===== src/dsc_pkg.sv =====
package dsc_pkg;
    // ************************************************************
    // serial frame layout: 4 address bits then 18 data bits, msb first
    // ************************************************************
    localparam int DATA_W = 18;
    localparam int ADDR_W = 4;
    localparam int FRAME_W = DATA_W + ADDR_W;
    localparam logic [4:0] FRAME_BITS = 5'h16;

    // ************************************************************
    // register addresses
    // ************************************************************
    localparam logic [3:0] ADDR_MAIN_CFG = 4'h0;
    localparam logic [3:0] ADDR_POWER_CTRL = 4'h2;
    localparam logic [3:0] ADDR_SYNTH_ONE_DIV = 4'h3;
    localparam logic [3:0] ADDR_SYNTH_TWO_DIV = 4'h4;

    // ************************************************************
    // field positions
    // ************************************************************
    localparam int AUX_SEL_HI = 13;
    localparam int AUX_SEL_LO = 12;
    localparam int REF_DIV_BIT = 6;
    localparam int SYNTH_EN_BIT = 0;
    localparam int TWO_DIV_W = 17;

    // ************************************************************
    // field codes
    // ************************************************************
    localparam logic [1:0] AUX_FORCE_LOW = 2'h1;
    localparam logic [1:0] AUX_LOCK_MARGIN = 2'h3;

    // ************************************************************
    // reset values
    // ************************************************************
    localparam logic [1:0] AUX_SEL_RST = 2'h1;
    localparam logic REF_DIV_RST = 1'b0;
    localparam logic SYNTH_EN_RST = 1'b0;
    localparam logic [17:0] ONE_DIV_RST = 18'h00000;
    localparam logic [16:0] TWO_DIV_RST = 17'h00000;

    // ************************************************************
    // reference divide ratios and timeline in half update periods
    // ************************************************************
    localparam logic [7:0] REF_DIV_SHORT = 8'h41; // 65
    localparam logic [7:0] REF_DIV_LONG = 8'h82;  // 130
    localparam logic [5:0] TUNE_HALVES = 6'h0d;   // 6.5 update periods
    localparam logic [5:0] SETTLE_HALVES = 6'h38; // 28 update periods
    localparam logic [5:0] FINE_HALVES = 6'h2a;   // 21 update periods of fine settling

    // ************************************************************
    // nominal timing at a 13 MHz reference
    // ************************************************************
    localparam int REF_FREQ_KHZ = 13000;
    localparam int UPDATE_PERIOD_NS = 5000;
    localparam int SETTLE_TIME_US = 140;
    localparam int SETTLE_TIME_NS = SETTLE_TIME_US * 1000;
    localparam int SETTLE_PERIODS = SETTLE_TIME_NS / UPDATE_PERIOD_NS;

    // ************************************************************
    // loop phase
    // ************************************************************
    typedef enum logic [1:0] {
        DSC_OFF = 2'b00,
        DSC_TUNE = 2'b01,
        DSC_SETTLE = 2'b10,
        DSC_LOCKED = 2'b11
    } dsc_phase_e;
endpackage


===== src/dsc_sync.sv =====
`timescale 1ns/1ns
`default_nettype none
// ************************************************************
// two flop synchroniser for a bundle of pin levels
// ************************************************************
module dsc_sync #(
    parameter int W = 1
) (
    input wire logic core_clk,
    input wire logic nrst,
    input wire logic [W-1:0] d,
    output logic [W-1:0] q
);
    logic [W-1:0] meta_r;
    logic [W-1:0] meta_nxt;
    logic [W-1:0] q_r;
    logic [W-1:0] q_nxt;

    // first stage feeds only the second stage
    always_comb begin
        meta_nxt = d;
        q_nxt = meta_r;
    end

    always_ff @(posedge core_clk or negedge nrst) begin
        if (!nrst) begin
            meta_r <= '0;
            q_r <= '0;
        end else begin
            meta_r <= meta_nxt;
            q_r <= q_nxt;
        end
    end

    assign q = q_r;
endmodule // dsc_sync
`default_nettype wire


===== src/dsc_bank.sv =====
`timescale 1ns/1ns
`default_nettype none
module dsc_bank
    import dsc_pkg::*;
(
    input wire logic core_clk,
    input wire logic nrst,
    input wire logic serial_enable_n,
    input wire logic serial_clk,
    input wire logic serial_data,
    input wire logic power_down_pin,
    input wire logic reference_input_pin,
    input wire logic near_limit_pin,
    output logic ref_amp_on,
    output logic rf_circuit_on,
    output logic rf_output_pin_sel_two,
    output logic aux_output_pin,
    output logic lock_margin_flag_n,
    output logic tuning,
    output logic settled,
    output logic [17:0] band_one_divide_value,
    output logic [16:0] band_two_divide_value
);
    // ************************************************************
    // pin synchronisation
    // ************************************************************
    logic [5:0] pins_s;
    logic sen_s, sclk_s, sdat_s, power_down_pin_s, ref_s, near_s;

    dsc_sync #(.W(6)) u_sync (
        .core_clk(core_clk),
        .nrst(nrst),
        .d({serial_enable_n, serial_clk, serial_data, power_down_pin,
            reference_input_pin, near_limit_pin}),
        .q(pins_s)
    );
    assign {sen_s, sclk_s, sdat_s, power_down_pin_s, ref_s, near_s} = pins_s;

    // ************************************************************
    // serial port and write-only registers
    // ************************************************************
    logic sen_d_r, sen_d_nxt, sclk_d_r, sclk_d_nxt;
    logic [FRAME_W-1:0] shift_r, shift_nxt;
    logic [4:0] nbits_r, nbits_nxt;
    logic [1:0] aux_sel_r, aux_sel_nxt;
    logic ref_div_r, ref_div_nxt;
    logic synth_en_r, synth_en_nxt;
    logic [17:0] one_div_r, one_div_nxt;
    logic [16:0] two_div_r, two_div_nxt;
    logic sel_two_r, sel_two_nxt;
    logic freq_write;
    logic [3:0] waddr;
    logic [DATA_W-1:0] wdata;
    logic frame_end;

    assign waddr = shift_r[FRAME_W-1:DATA_W];
    assign wdata = shift_r[DATA_W-1:0];
    // a frame counts only when exactly the full number of bits arrived
    assign frame_end = sen_s && !sen_d_r && (nbits_r == FRAME_BITS);

    // bits shift in on serial clock rise while enable is low, take effect at enable rise
    always_comb begin
        sen_d_nxt = sen_s;
        sclk_d_nxt = sclk_s;
        shift_nxt = shift_r;
        nbits_nxt = nbits_r;
        aux_sel_nxt = aux_sel_r;
        ref_div_nxt = ref_div_r;
        synth_en_nxt = synth_en_r;
        one_div_nxt = one_div_r;
        two_div_nxt = two_div_r;
        sel_two_nxt = sel_two_r;
        freq_write = 1'b0;
        if (sen_s) begin
            nbits_nxt = 5'h00;
        end else if (sclk_s && !sclk_d_r) begin
            shift_nxt = {shift_r[FRAME_W-2:0], sdat_s};
            if (nbits_r != 5'h1f) begin
                nbits_nxt = nbits_r + 5'h01;
            end
        end
        if (frame_end) begin
            // reserved addresses are ignored; host is not to use them
            case (waddr)
                ADDR_MAIN_CFG: begin
                    aux_sel_nxt = wdata[AUX_SEL_HI:AUX_SEL_LO];
                    ref_div_nxt = wdata[REF_DIV_BIT];
                end
                ADDR_POWER_CTRL: begin
                    synth_en_nxt = wdata[SYNTH_EN_BIT];
                end
                ADDR_SYNTH_ONE_DIV: begin
                    one_div_nxt = wdata;
                    sel_two_nxt = 1'b0;
                    freq_write = 1'b1;
                end
                ADDR_SYNTH_TWO_DIV: begin
                    two_div_nxt = wdata[TWO_DIV_W-1:0];
                    sel_two_nxt = 1'b1;
                    freq_write = 1'b1;
                end
                default: begin
                end
            endcase
        end
    end

    always_ff @(posedge core_clk or negedge nrst) begin
        if (!nrst) begin
            sen_d_r <= 1'b1;
            sclk_d_r <= 1'b0;
            shift_r <= '0;
            nbits_r <= 5'h00;
            aux_sel_r <= AUX_SEL_RST;
            ref_div_r <= REF_DIV_RST;
            synth_en_r <= SYNTH_EN_RST;
            one_div_r <= ONE_DIV_RST;
            two_div_r <= TWO_DIV_RST;
            sel_two_r <= 1'b0;
        end else begin
            sen_d_r <= sen_d_nxt;
            sclk_d_r <= sclk_d_nxt;
            shift_r <= shift_nxt;
            nbits_r <= nbits_nxt;
            aux_sel_r <= aux_sel_nxt;
            ref_div_r <= ref_div_nxt;
            synth_en_r <= synth_en_nxt;
            one_div_r <= one_div_nxt;
            two_div_r <= two_div_nxt;
            sel_two_r <= sel_two_nxt;
        end
    end

    // ************************************************************
    // power, reference divider and tuning timeline
    // ************************************************************
    logic power_on;
    logic ref_d_r, ref_d_nxt;
    logic [7:0] half_cnt_r, half_cnt_nxt;
    logic [5:0] halves_r, halves_nxt;
    logic on_d_r, on_d_nxt;
    dsc_phase_e phase_r, phase_nxt;
    logic half_tick;
    logic [7:0] half_len;

    assign power_on = power_down_pin_s && synth_en_r;
    // counting both reference edges lets an odd ratio give exact half periods
    assign half_len = ref_div_r ? REF_DIV_LONG : REF_DIV_SHORT;
    // at or past the end, so a ratio change mid count cannot run the counter through its wrap
    assign half_tick = (ref_s != ref_d_r) && (half_cnt_r >= half_len - 8'h01);

    // timeline counts half update periods, so it scales with the period
    always_comb begin
        ref_d_nxt = ref_s;
        on_d_nxt = power_on;
        half_cnt_nxt = half_cnt_r;
        halves_nxt = halves_r;
        phase_nxt = phase_r;
        if (ref_s != ref_d_r) begin
            half_cnt_nxt = half_tick ? 8'h00 : half_cnt_r + 8'h01;
        end
        if (half_tick && phase_r != DSC_LOCKED) begin
            halves_nxt = halves_r + 6'h01;
        end
        unique case (phase_r)
            DSC_OFF: begin
                halves_nxt = 6'h00;
            end
            DSC_TUNE: begin
                if (halves_r == TUNE_HALVES) begin
                    phase_nxt = DSC_SETTLE;
                end
            end
            DSC_SETTLE: begin
                if (halves_r == SETTLE_HALVES) begin
                    phase_nxt = DSC_LOCKED;
                end
            end
            DSC_LOCKED: begin
            end
        endcase
        // powerup or a new frequency restarts the whole timeline
        if (!power_on) begin
            phase_nxt = DSC_OFF;
            halves_nxt = 6'h00;
        end else if ((power_on && !on_d_r) || freq_write) begin
            phase_nxt = DSC_TUNE;
            halves_nxt = 6'h00;
            half_cnt_nxt = 8'h00;
        end
    end

    always_ff @(posedge core_clk or negedge nrst) begin
        if (!nrst) begin
            ref_d_r <= 1'b0;
            on_d_r <= 1'b0;
            half_cnt_r <= 8'h00;
            halves_r <= 6'h00;
            phase_r <= DSC_OFF;
        end else begin
            ref_d_r <= ref_d_nxt;
            on_d_r <= on_d_nxt;
            half_cnt_r <= half_cnt_nxt;
            halves_r <= halves_nxt;
            phase_r <= phase_nxt;
        end
    end

    // ************************************************************
    // outputs
    // ************************************************************
    logic flag_n;
    // flag is high when off or tuning, else follows the compensation limit
    assign flag_n = (phase_r == DSC_OFF) || (phase_r == DSC_TUNE) || near_s;
    assign ref_amp_on = power_on;
    assign rf_circuit_on = power_on;
    assign rf_output_pin_sel_two = sel_two_r;
    // reserved codes also drive low so the pin is never left floating
    assign aux_output_pin = (aux_sel_r == AUX_LOCK_MARGIN) ? flag_n : 1'b0;
    assign lock_margin_flag_n = flag_n;
    assign tuning = (phase_r == DSC_TUNE);
    assign settled = (phase_r == DSC_LOCKED);
    assign band_one_divide_value = one_div_r;
    assign band_two_divide_value = two_div_r;
endmodule // dsc_bank
`default_nettype wire


===== config.mk =====
export PLATFORM = sky130hd
export DESIGN_NAME = dsc_bank
export DESIGN_NICKNAME = d
export VERILOG_FILES = /design/src/dsc_pkg.sv /design/src/dsc_sync.sv /design/src/dsc_bank.sv
export SDC_FILE = /design/constraint.sdc
export NUM_CORES = 1
export LEC_CHECK = 0
export ABC_AREA = 1
export BUFFER_PORTS_ARGS = -buffer_cell sky130_fd_sc_hd__buf_2
export CAP_MARGIN = 20
export CORE_MARGIN = 1.5
export CORE_UTILIZATION = 41
export DETAILED_ROUTE_END_ITERATION = 16
export PLACE_DENSITY = 0.71
export SLEW_MARGIN = 20
export SYNTH_ARGS = -nofsm -noshare
export SYNTH_HDL_FRONTEND = slang
export SYNTH_SLANG_ARGS = --single-unit

===== constraint.sdc =====
create_clock -name core_clk -period 1.6 [get_ports core_clk]
set_input_delay 0.32 -clock core_clk [delete_from_list [all_inputs] [get_ports core_clk]]
set_output_delay 0.32 -clock core_clk [all_outputs]
set_load 0.1 [all_outputs]

==> results.json <==
{
  "setup_viol": 0,
  "syn_avg_cell_area_um2": 9.64,
  "grt_pass1_wl_mm": 14.1,
  "timing.hold.ws_ns": -0.0109,
  "cts_tree": "done",
  "irDropWorstVdd_v": 0.000658,
  "worstSkewPairLatency_ns": 0.36,
  "synth.most_common_cell": "nand2_1",
  "vias": 3239,
  "cts-root-buf": "clkbuf_8",
  "syn_to_final_growth_pct": 20.2,
  "htreeDepth": 3,
  "viasPerCell": 4.92,
  "fin_ws_ns": 0.00120,
  "ys_top_cells_by_count": "115 x nand2_1, 97 x dfrtp_1, 56 x inv_1",
  "finalSetupTns_ns": 0,
  "intPower_mw": 3.41,
  "place_area_um2": 4860,
  "period_minus_slack_ns": 1.60,
  "yosys-top-cells-area": "dfrtp_1 56%, nand2_1 9.9%, o21ai_2 7.1%",
  "criticalPathCategory": "flip-flop to flip-flop",
  "synth_top_area_share_pct": 55.8,
  "rows": 37,
  "grt_max_degree": 100,
  "ys_async_sr_fraction_pct": 100,
  "grt_overflow_total": 0,
  "synthMuxAreaShare_pct": 0,
  "multi_input_area_um2": 1670,
  "fmaxAchievable_ghz": 0.625,
  "cp_max_fo": 7,
  "synth_nets": 469,
  "wire_per_inst_um": 12.7,
  "regToRegStartpoint": "ref_div_r$_DFFE_PN0P_",
  "rsz0062_at_grt": "true",
  "initial_core_util_pct": 42.1,
  "grt_pass1_vias": 3101,
  "drc": 0,
  "clkPwrFrac_pct": 31.7,
  "dp_hpwl_mm": 5.46,
  "synth-xor-area-share_pct": 0.604,
  "failed_checks": "hold timing",
  "finalPower_mw": 4.78,
  "p_leak_nw": 2.56,
  "wl_mm": 8.36,
  "syn_area_um2": 4350,
  "maxSlewHeadroom_pct": 65.6,
  "p_seq_share_pct": 57.9,
  "yosysWarningCount": 0,
  "core_area_um2": 10300,
  "startpoint": "ref_div_r$_DFFE_PN0P_",
  "ios": 50,
  "critPathRequiredTime_ns": 1.85,
  "finClkSkew_ns": 0.0156,
  "switchingPower_mw": 1.37,
  "port_buffers": 49,
  "switching_share_pct": 28.6,
  "die_w_um": 106,
  "ys_ff_latch": 99,
  "antenna_found_initial": 0,
  "n_antenna_cell": 0,
  "drv_cap": 0,
  "hold_buffers": 0,
  "status": "complete, but fails checks",
  "netlist_instances": 451,
  "power_density_nw_per_um2": 914,
  "path_clk_slew_ns": 0.11,
  "synth_ff_type": "dfrtp_1",
  "tightest_slew_ns": 0.516,
  "nNetsFinal": 535,
  "yosys.area.top_type": "dfrtp_1",
  "synth_compound_area_share_pct": 12.3,
  "ctsLongestPathBuffers": 2,
  "place.gp.congestion": 0.832,
  "regArea_um2": 2480,
  "dieArea_um2": 11200,
  "critPathCaptureType": "flip-flop",
  "cts_sinks": 99,
  "worstPathArrival_ns": 1.85,
  "ant_nets": 0,
  "drive_gt1_share_pct": 31.8,
  "synth-simple-area-share_pct": 20.2,
  "fin_crit_sh_pct": 99.9,
  "synth_edf_count": 0,
  "finalHoldViolations": 10,
  "drtPass1Iterations": 4,
  "ys_seq_area_share_pct": 57.0,
  "combPwrFrac_pct": 10.4,
  "synth.distinct_cells": 30,
  "synthAdderAreaFrac_pct": 2.88,
  "die_h_um": 106,
  "grtUsageTotal_pct": 15.7,
  "numCtsBuffers": 9,
  "fin_area_um2": 5230,
  "fillCellCount": 929,
  "slew_viol_final": 0,
  "hp-class": "primary input to async pin",
  "post-place-ws_ns": -0.0778,
  "critPathLaunchType": "flip-flop",
  "drtIter0Drc": 164,
  "synth_top_family_by_area": "simple AND/OR/NAND/NOR gates"
}
[layout by cell type, fill, tap and decap left out, drive strengths merged, types with 2 or more instances in the layout]
| cell | n |
|---|---|
| a21oi | 12 |
| or2 | 2 |
| clkinv | 4 |
| nand4 | 12 |
| nand3 | 16 |
| inv | 58 |
| dfstp | 2 |
| dfrtp | 97 |
| clkbuf | 10 |
| xor2 | 3 |
| nand2 | 122 |
| nor2 | 35 |
| o21ai | 62 |
| buf | 66 |
| ha | 10 |
| nor3 | 6 |
[routing by layer]
layer  share of wire, %  vias up  track usage, %
li1                   -     1579               -
met1                 45     1560            20.5
met2                 48       86            25.1
met3                5.5       14            4.05
met4                1.9        0            6.18
met5                  0        -               0
[area by class of cell]
| type | instances | area share (%) |
|---|---|---|
| multi-input cells | 284 | 31.9 |
| clock buffers | 10 | 2.44 |
| clock inverters | 6 | 1.15 |
| inverters | 57 | 4.16 |
| flip-flops and latches | 99 | 47.4 |
| repair buffers | 66 | 9.62 |
| well taps | 136 | 3.26 |
[final timing paths]
check,end,slack (ns),depth (start not counted)
max in group asynchronous,sen_d_r$_DFF_PN1_,1.20,2
worst min register to register,u_sync.q[2]$_DFF_PN0_,0.36,0
min in group core_clk,u_sync.meta_r[4]$_DFF_PN0_,0.06,1
worst min-delay path,rf_output_pin_sel_two$_DFFE_PN0P_,-0.01,2
worst max register to register,halves_r[3]$_DFFE_PN0P_,0.001,9
worst max-delay path,halves_r[3]$_DFFE_PN0P_,0.001,9
[worst max-delay path, cell delays in order, from the launching register on]
cell and delay (ns):
dfrtp_1 0.43, ha_1 0.31, nor2_1 0.12, nand3_1 0.09, nand2_1 0.08, nand2_2 0.09, nand3_4 0.12, nand3_4 0.11
nand2_1 0.08, nand2_1 0.05
[registers in the layout, indices dropped and copies added (netlist names)]
register	flops
sen_d_r	1
nbits_r	5
synth_en_r	1
u_sync.q	6
ref_div_r	1
halves_r	6
rf_output_pin_sel_two	1
on_d_r	1
aux_sel_r	2
sclk_d_r	1
shift_r	22
band_two_divide_value	17
phase_r	2
band_one_divide_value	18
ref_d_r	1
u_sync.meta_r	6
half_cnt_r	8
[power by group through the flow]
stage / Clock (mW) / Combinational [mW] / Sequential, mW
2_1_floorplan: 0 / 0.329 / 2.78
3_3_place_gp: 0 / 0.459 / 2.80
3_5_place_dp: 0 / 0.486 / 2.81
4_1_cts: 1.57 / 0.494 / 2.76
5_1_grt: 1.65 / 0.582 / 2.79
6_report: 1.51 / 0.499 / 2.77
[stage by stage]
stage	util [%]	hold slack, ns	cells
after CTS	49.6	0.0153	652
after detailed placement	47.0	0.335	631
after global routing	50.6	0.0260	658
final	50.6	-0.0109	658
after global placement	47.0	0.334	631
after floorplan	-	0.0244	451
[cell families (layout without fill, tap and decap cells)]
family,after synthesis,in the layout
xor gates and xnor gates,3,3
buffers and inverters,68,139
and+or+nand+nor,194,194
AOI/OAI and AO/OA,77,77
DFF,99,99
adders and majority gates,10,10
[repair_timing]
| item | CTS | global route |
|---|---|---|
| pin swaps | 4 | 13 |
| setup endpoints to repair | 12 | 64 |
| gates resized for setup | 10 | 25 |
| setup buffers | 5 | 6 |
Power figures use the tool's default switching activity.
